`src/logic/ogcc_regs.vh`:
```
`ifndef OGCC_REGS_VH
`define OGCC_REGS_VH
// ----------------------------------------
// Error codes
// ----------------------------------------
`define OGCC_ERR_NONE 16'h0000
`define OGCC_ERR_OVR_MODE 16'h10c0
`define OGCC_ERR_OVR_FACTOR 16'h10c1
`define OGCC_ERR_OVR_MAXSPD 16'h10c2
`define OGCC_ERR_GEAR_DEN 16'h10d0
`define OGCC_ERR_GEAR_SRC 16'h10d1
`define OGCC_ERR_GEAR_AXIS 16'h10d2
`define OGCC_ERR_GEAR_SAME 16'h10d3
`define OGCC_ERR_GEAR_READY 16'h10d4
`define OGCC_ERR_GEAR_ENC 16'h10d5
`define OGCC_ERR_GEAR_TORQ 16'h10d6
`define OGCC_ERR_GEAR_SPD 16'h10d7
`define OGCC_ERR_GEAR_OUT 16'h10d8
`define OGCC_ERR_SYNC_SPD 16'h10d9
`define OGCC_ERR_SYNC_REACH 16'h10da
// ----------------------------------------
// Commands
// ----------------------------------------
`define OGCC_CMD_OVERRIDE 2'h0
`define OGCC_CMD_GEAR_IN 2'h1
`define OGCC_CMD_SYNC_GEAR_IN 2'h2
`define OGCC_CMD_GEAR_OUT 2'h3
// ----------------------------------------
// Axis modes
// ----------------------------------------
`define OGCC_MODE_IDLE 3'h0
`define OGCC_MODE_POSITION 3'h1
`define OGCC_MODE_SPEED 3'h2
`define OGCC_MODE_TORQUE 3'h3
`define OGCC_MODE_GEAR 3'h4
// ----------------------------------------
// Ranges
// ----------------------------------------
`define OGCC_AXIS_LO1 6'h01
`define OGCC_AXIS_HI1 6'h20
`define OGCC_AXIS_LO2 6'h25
`define OGCC_AXIS_HI2 6'h2a
`define OGCC_SRC_MAX 2'h1
`define OGCC_SRC_ENCODER 2'h1
`endif

```
`src/logic/ogcc_gear_check.v`:
```
`timescale 1ns/1ns
`include "ogcc_regs.vh"
// Combinational gear parameter checks, first failure in documented order wins
module ogcc_gear_check #(
  parameter AXW = 6
) (
  // Command
  input wire i_is_sync,
  input wire [15:0] i_den,
  input wire [1:0] i_src,
  input wire [AXW-1:0] i_master,
  input wire [AXW-1:0] i_slave,
  // Master state
  input wire i_master_ready,
  input wire i_master_torque,
  input wire i_common_param_err,
  // Result
  output reg [15:0] o_err
);
  function axis_ok;
    input [AXW-1:0] a;
    begin
      axis_ok = ((a >= `OGCC_AXIS_LO1) && (a <= `OGCC_AXIS_HI1)) ||
                ((a >= `OGCC_AXIS_LO2) && (a <= `OGCC_AXIS_HI2));
    end
  endfunction

  always @* begin
    o_err = `OGCC_ERR_NONE;
    if (i_den == 16'h0000) begin
      o_err = `OGCC_ERR_GEAR_DEN;
    end else if (i_src > `OGCC_SRC_MAX) begin
      o_err = `OGCC_ERR_GEAR_SRC;
    end else if (i_src != `OGCC_SRC_ENCODER && !axis_ok(i_master)) begin
      o_err = `OGCC_ERR_GEAR_AXIS;
    end else if (i_src != `OGCC_SRC_ENCODER && i_master == i_slave) begin
      o_err = `OGCC_ERR_GEAR_SAME;
    end else if (i_src != `OGCC_SRC_ENCODER && !i_master_ready) begin
      o_err = `OGCC_ERR_GEAR_READY;
    end else if (i_src == `OGCC_SRC_ENCODER && i_common_param_err) begin
      o_err = `OGCC_ERR_GEAR_ENC;
    end else if (i_is_sync && i_src != `OGCC_SRC_ENCODER && i_master_torque) begin
      o_err = `OGCC_ERR_GEAR_TORQ;
    end
  end
endmodule

```
`config.mk`:
```
export PLATFORM = sky130hd
export DESIGN_NAME = ogcc_gear_check
export DESIGN_NICKNAME = d
export VERILOG_FILES = /design/src/logic/ogcc_gear_check.v
export VERILOG_INCLUDE_DIRS = /design/src /design/src/logic
export SDC_FILE = /design/constraint.sdc
export NUM_CORES = 1
export LEC_CHECK = 0
export ABC_CLOCK_PERIOD_IN_PS = 2100
export BUFFER_PORTS_ARGS = -buffer_cell sky130_fd_sc_hd__buf_2
export CORE_AREA = 2 2 39 41
export DETAILED_ROUTE_END_ITERATION = 8
export DIE_AREA = 0 0 41 43
export PLACE_DENSITY = 0.71
export SETUP_SLACK_MARGIN = 0.5
export SLEW_MARGIN = 0
export SYNTH_ARGS = -nofsm -noshare
export SYNTH_HDL_FRONTEND = slang
export SYNTH_SLANG_ARGS = --single-unit
```
`constraint.sdc`:
```
create_clock -name vclk -period 2.1
set_clock_uncertainty 0.15 [all_clocks]
set_input_delay 0.21 -clock vclk [all_inputs]
set_output_delay 0.21 -clock vclk [all_outputs]
set_load 0.03 [all_outputs]
```
# == After elaboration in Yosys (flattened, before gate mapping) ==
# Index checks and enable logic that the tools add are counted.
# word_totals
ff_bits,0
inputBits,34
out_inout_bits,16
elab_cells,27
# classes
magnitude_cmp,5
eq_ne,3
muxes,7
reduce_logical,12
# op_table
cell,count
$mux W13,7
$logic_not A16 Y1,1
$le A6 B6 Y1 const B,2
$logic_and A1 B1 Y1,8
$eq A6 B6 Y1,1
$ge A6 B1 Y1 const B,1
$ge A6 B6 Y1 const B,1
$eq A2 B1 Y1 const B,1
$gt A2 B1 Y1 const B,1
$logic_not A1 Y1,2
$ne A2 B1 Y1 const B,1
$logic_or A1 B1 Y1,1

# == Longest topological paths before layout ==
# Gate-level depths: netlist of the first run.
# depth
depth_word,10
ltp_mapped,6
ltp_nobuf,5

# == Worst setup path after synthesis of the first run ==
# No wires, ideal clock.
# synth_timing
path_kind,input port to output port
start,input port i_master[0]
end,output port o_err[12]
arrival_ns,1.674
required_ns,1.740
slack_ns,0.066
stages,6
n_path_buf,1
path_cell_list,nand2b_1 -> a2111o_1 -> nand3_2 -> a31oi_1 -> or3_1 -> buf_4
# synth_between
elab_chain_cells,8
elab_cells_between_ends,15
cone_classes,order compare (4); eq/ne (1); mux (4); reduce/logical (6)
# synth_rtl
item,line_no,rtl
from (decl),ogcc_gear_check.v:11,"input wire [AXW-1:0] i_master,"
"$ge A6 B1 Y1 (no line), or another cell as far along",n/a,
$logic_and A1 B1 Y1 (on tied branches),"ogcc_gear_check.v:23, ogcc_gear_check.v:24",
$logic_or A1 B1 Y1,ogcc_gear_check.v:23,axis_ok = ((a >= `OGCC_AXIS_LO1) && (a <= `OGCC_AXIS_HI1)) ||
$logic_not A1 Y1,ogcc_gear_check.v:34,end else if (i_src != `OGCC_SRC_ENCODER && !axis_ok(i_master)) begin
$logic_and A1 B1 Y1,ogcc_gear_check.v:34,
$mux W13 *,ogcc_gear_check.v:34,
$mux W13 *,ogcc_gear_check.v:32,end else if (i_src > `OGCC_SRC_MAX) begin
$mux W13 *,ogcc_gear_check.v:30,if (i_den == 16'h0000) begin
to (decl),ogcc_gear_check.v:18,output reg [15:0] o_err
# Mark *: on every way between the ends. The rest lies on a longest branch, timed or not.

# == Worst setup path after layout of the first run ==
# layout_timing
start,input port i_master[4]
end,output port o_err[6]
# The elaborated chain is that of the path after synthesis.

==> results of run 1 <==
[per-layer routing]
| metal | GRT usage | up-vias | share of wire |
|---|---|---|---|
| li1 | - | 240 | - |
| met1 | 0.0949 | 221 | 0.29 |
| met2 | 0.253 | 30 | 0.61 |
| met3 | 0 | 0 | 0.097 |
| met4 | 0 | 0 | 0 |
| met5 | 0 | - | 0 |
[Yosys cell counts, drive strengths merged]
master / n
a2111o: 1
inv: 1
nor2: 2
buf: 12
xor2: 4
nand2: 2
or4b: 1
xnor2: 2
nand4b: 1
or3: 1
nor3b: 2
conb: 1
nand4: 1
a31oi: 2
nor4: 6
and4: 1
nor2b: 1
a21oi: 2
nand2b: 2
nand3: 3
or2: 1
[cells by family after synthesis]
kind of cell,Yosys count,share of synthesized area
AND/OR/NAND/NOR,24,0.464
XOR/XNOR,6,0.153
AO/OA/AOI/OAI,5,0.0985
buffers and inverters,13,0.274
other,1,0.0109
[power breakdown]
group	leakage [nW]	internal, W	switching, W
sequential	0	0	0
combinational	0.330	0.0000748	0.0000819
clock	0	0	0
[worst paths after layout]
path / start / cells after the start / to
worst max-delay path: i_master[4] / 6 / o_err[6]
worst min-delay path: i_src[0] / 3 / o_err[1]
[layout by cell type, fill, tap and decap left out, types with 2 or more instances in the layout]
cell type	synthesis	layout
buf_2	0	29
buf_4	12	4
buf_6	0	9
buf_8	0	2
conb_1	1	9
nand2_1	2	2
nand3_1	2	2
nor2_1	2	2
nor4_1	6	5
xnor2_1	2	2
xor2_1	4	4
[worst max-delay path: stages]
cell and delay, ns:
buf_6 0.10, or4b_4 0.54, nand3_4 0.09, a31oi_4 0.08, or3_4 0.41, buf_6 0.15
[per-stage QoR]
stage               cells  cell area, µm²  worst slack, ns
floorplan              57             439            0.173
global placement      102             563           0.0889
detailed placement    102             563           0.0706
CTS                   104             661            0.137
global route          105             678            0.117
finish                105             678            0.146
[repair_timing]
action,4_1_cts,5_1_grt
pin swaps,9,2
setup endpoints to repair,7,7
buffers inserted,2,1
resized for setup,23,2
[area by class of cell]
| class | count | area share |
|---|---|---|
| well taps | 16 | 0.0295 |
| multi-input cells | 44 | 0.513 |
| inverters | 1 | 0.00554 |
| repair buffers | 44 | 0.452 |
==> key figures, run 1 <==
Synth
  • Post-Syn Area: about 340 µm²
  • Share of the synthesized area in the top cell type: 0.263
  • Sequential area share after synthesis: 0
  • Top area cells in the synthesized netlist: buf_4, nor4_1, xor2_1
  • Syn avg cell area: roughly 7 µm²
  • Yosys warns: 0
  • Distinct cells, synth: 22
  • Syn Inst Count: 49
  • Post-synth top area cell: buf_4

Placement
  • Final RePlAce weighted congestion: 0.736
  • PortBufs: about 40
  • Post-DP HPWL: roughly 850 µm

Power
  • VDD IR max: around 0.072 mV
  • Tot Pwr: about 0.00016 W
  • LEAKAGE: ~0.33 nW
  • Power Dens Cells: around 230 mW/mm²

Cells and area
  • Register area: 0 µm²
  • Footprint of the multi-input gates: ~350 µm²
  • Layout cell share with drive strength beyond 1: 0.618
  • Final nets: 125
  • Filler cells: approximately 130
  • Seq_cells: 0
  • Antenna Cells: 0
  • Final Util: 0.490
  • Clock buffers: 0
  • Synth-to-Final Area Change: 97.8%

Outcome
  • Status: completed

STA
  • Fin. Hold Viols: 0
  • Max Slew Vio Count: 0
  • RSZ-0062 raised after global routing: true
  • Max frequency: roughly 0.51 GHz
  • Setup total negative slack: 0 ns
  • Setup-failing EPs final: 0
  • Tcrit/Tclk final: 0.931
  • Final min period: 1.95 ns
  • Hold_ws: roughly 0.62 ns

CTS
  • CTS Hold Bufs: 0

Worst setup path
  • Crit start category: input port
  • Crit path capture type: output pin
  • CP max FO: 4
  • CP required: 1.74 ns
  • Critical path arrival: approximately 1.6 ns
  • Crit path kind: input port to output pin

Detailed routing
  • Drt drc: 0
  • Wire per inst: 9.67 µm
  • DRT iter0 DRCs: 5
  • Via-to-Cell Ratio: roughly 4.7
  • Antenna viol nets, final: 0
  • Via Count: between 400 and 500
  • Total Wirelength: 1.02 mm
  • DRT Pass-1 Iters: 4

Global routing
  • Grt ovf: 0
  • First-pass GRT wire length: 1.48 mm
  • Total GRT Usage: 0.111
  • Largest net degree at the start of global routing: 6
  • Initial antenna violation count: 0
  • Number of global-route vias before repair: ~430

Floorplan
  • Core area: between 0.001 and 0.0015 mm²
  • Die height: approximately 43 µm
  • Rows: 14
  • IO Count: 50
  • Die X: 41 µm
  • Die Footprint: between 0.0015 and 0.002 mm²
  • Initial Util: 0.248

Run
  • Max cap viols: 0

Worst hold path
  • Worst min-delay path category: input port to output pin
(Power assumes the default switching activity.)
==> inputs of run 2 (changes only) <==
--- a/config.mk
+++ b/config.mk
@@ -6,7 +6,7 @@
 export SDC_FILE = /design/constraint.sdc
 export NUM_CORES = 1
 export LEC_CHECK = 0
-export ABC_CLOCK_PERIOD_IN_PS = 2100
+export ABC_CLOCK_PERIOD_IN_PS = 2490
 export BUFFER_PORTS_ARGS = -buffer_cell sky130_fd_sc_hd__buf_2
 export CORE_AREA = 2 2 39 41
 export DETAILED_ROUTE_END_ITERATION = 8
==> constraint.sdc (replaced) <==
create_clock -name vclk -period 2.49
set_clock_uncertainty 0.15 [all_clocks]
set_input_delay 0.249 -clock vclk [all_inputs]
set_output_delay 0.249 -clock vclk [all_outputs]
set_load 0.03 [all_outputs]
==> run 2 against run 1 <==
  * Setup slack better by 0.30 ns
  * Combinational power is 17% lower
  * Core utilization decreased by 1.3 points
  * Hold slack better by 0.11 ns
  * Total power decreased by 17%
  * Wire length up 4.9%
  * Critical path depth unchanged
  * Cell count unchanged
  * Final area down 2.6%
==> key figures, run 2 (same netlist as run 1, synthesis figures left out) <==
Detailed routing
  • Wire per inst: 10.1 µm (+4.9%)
  • DRT Pass-1 Iters: 4 (unchanged)
  • Total Wirelength: 1.07 mm (+4.9%)
  • Via Count: 495 (+0.81%)
  • Via-to-Cell Ratio: 4.71 (+0.81%)
  • Drt drc: 0 (unchanged)
  • Antenna viol nets, final: 0 (unchanged)
  • DRT iter0 DRCs: 3 (-2)

STA
  • Tcrit/Tclk final: 0.820
  • Max Slew Vio Count: 0 (unchanged)
  • Max frequency: 0.490 GHz
  • Setup-failing EPs final: 0 (unchanged)
  • RSZ-0062 raised after global routing: true
  • Setup total negative slack: 0 ns (unchanged)
  • Final min period: a little over 2 ns
  • Fin. Hold Viols: 0 (unchanged)

Power
  • Net Sw Power: 0.0000700 W (-15%)
  • VDD IR max: 0.0605 mV (-16%)
  • Clock share of power: 0 (unchanged)
  • Power Dens Cells: 197 mW/mm² (-15%)
  • Flop pwr share: 0 (unchanged)
  • Power Internal: 0.0000600 W (-20%)
  • Switching share of power: 0.538 (+0.0157)
  • LEAKAGE: 0.326 nW (-1.2%)
  • Logic pwr share: 1.000 (about the same)

Worst setup path
  • Critical path arrival: 1.64 ns (+0.05 ns)
  • Crit start category: input port
  • CP required: 2.09 ns (+0.35 ns)
  • Crit-path slowest cell: or4b_4
  • CP max FO: 4 (unchanged)
  • Worst path max stage delay: 0.54 ns (about the same)
  • Worst path cell trace: buf_8 -> or4b_4 -> nand3_4 -> a31oi_4 -> or3_4 -> buf_6
  • Crit path kind: input port to output pin
  • Crit path capture type: output pin

Global routing
  • Grt ovf: 0 (unchanged)
  • Total GRT Usage: 0.117 (+0.00599)
  • First-pass GRT wire length: 1.52 mm (+2.8%)
  • Number of global-route vias before repair: 422 (-0.71%)
  • Initial antenna violation count: 0 (unchanged)
  • Largest net degree at the start of global routing: 6 (unchanged)

Cells and area
  • Seq_cells: 0 (unchanged)
  • Synth-to-Final Area Change: 92.7%
  • Clock buffers: 0 (unchanged)
  • Final non-filler cell total: 105 (unchanged)
  • Most frequent cells in the layout: buf_2, conb_1, nor4_1, buf_6, buf_4
  • Most common cell after layout, fill and taps aside: buf_2
  • Layout cell share with drive strength beyond 1: 0.629 (+0.0112)
  • Final nets: 125 (unchanged)
  • Register area: 0 µm² (unchanged)
  • Antenna Cells: 0 (unchanged)

Placement
  • Post-DP HPWL: 855 µm (+0.67%)
  • PortBufs: 41 (unchanged)
  • Final RePlAce weighted congestion: 0.704 (-4.3%)
  • Placed cell count: 102 (unchanged)

Floorplan
  • Die X: 41 µm (unchanged)
  • Die height: 43 µm (unchanged)
  • Core area: 0.00138 mm² (unchanged)
  • IO Count: 50 (unchanged)
  • Rows: 14 (unchanged)
  • Initial Util: 0.248 (unchanged)
  • Die Footprint: 0.00176 mm² (unchanged)

Run
  • Max cap viols: 0 (unchanged)

Worst hold path
  • Worst min-delay path category: input port to output pin
  • Hold path start: i_src[0]
  • Hold Path Depth: 3 (unchanged)
  • Worst Hold End: o_err[1]

Outcome
  • Status: completed

CTS
  • CTS Hold Bufs: 0 (unchanged)
run 2: power by group through the flow:
stage          clock (W)  combinational (W)  sequential [W]
3_5_place_dp           0           0.000102               0
2_1_floorplan          0          0.0000751               0
6_report               0           0.000130               0
3_3_place_gp           0           0.000101               0
4_1_cts                0           0.000125               0
5_1_grt                0           0.000139               0
run 2: cell type report:
cell class         count  area (µm²)
fillers              139         723
inverters              1        3.75
multi-input cells     44         343
well taps             16        20.0
repair buffers        44         294
run 2: worst max path at each step:
stage               slack [ns]   startpoint  cells after the start        end
floorplan                 0.48  i_master[0]                      6  o_err[12]
global placement          0.40  i_master[3]                      6   o_err[7]
detailed placement        0.37  i_master[3]                      6   o_err[4]
CTS                       0.43  i_master[4]                      6   o_err[4]
global route              0.41  i_master[0]                      7  o_err[12]
finish                    0.45  i_master[4]                      6  o_err[12]
run 2: per-layer routing:
metal / share of wire / track usage / up-vias
li1: - / - / 240
met1: 0.31 / 0.101 / 217
met2: 0.58 / 0.263 / 38
met3: 0.10 / 0.00524 / 0
met4: 0 / 0 / 0
met5: 0 / 0 / -
run 2: repair_timing:
action,CTS,global route
setup buffers,3,0
setup endpoints to repair,4,7
pin swaps,5,4
gates resized for setup,23,7
run 2: per-stage QoR:
step / setup slack, ns / cell area, µm² / power (W) / hold WS, ns / utilization
floorplan: 0.482 / 388 / 0.0000751 / 0.416 / -
global placement: 0.398 / 523 / 0.000101 / 0.697 / 0.378
detailed placement: 0.370 / 523 / 0.000102 / 0.700 / 0.378
CTS: 0.428 / 641 / 0.000125 / 0.733 / 0.463
global route: 0.414 / 661 / 0.000139 / 0.753 / 0.477
finish: 0.449 / 661 / 0.000130 / 0.735 / 0.477
run 2: critical path, delay by kind of cell:
kind | cells | cell delay [ns]
buffers and inverters | 2 | 0.25
AO/OA/AOI/OAI | 1 | 0.08
AND/OR/NAND/NOR | 3 | 1.06
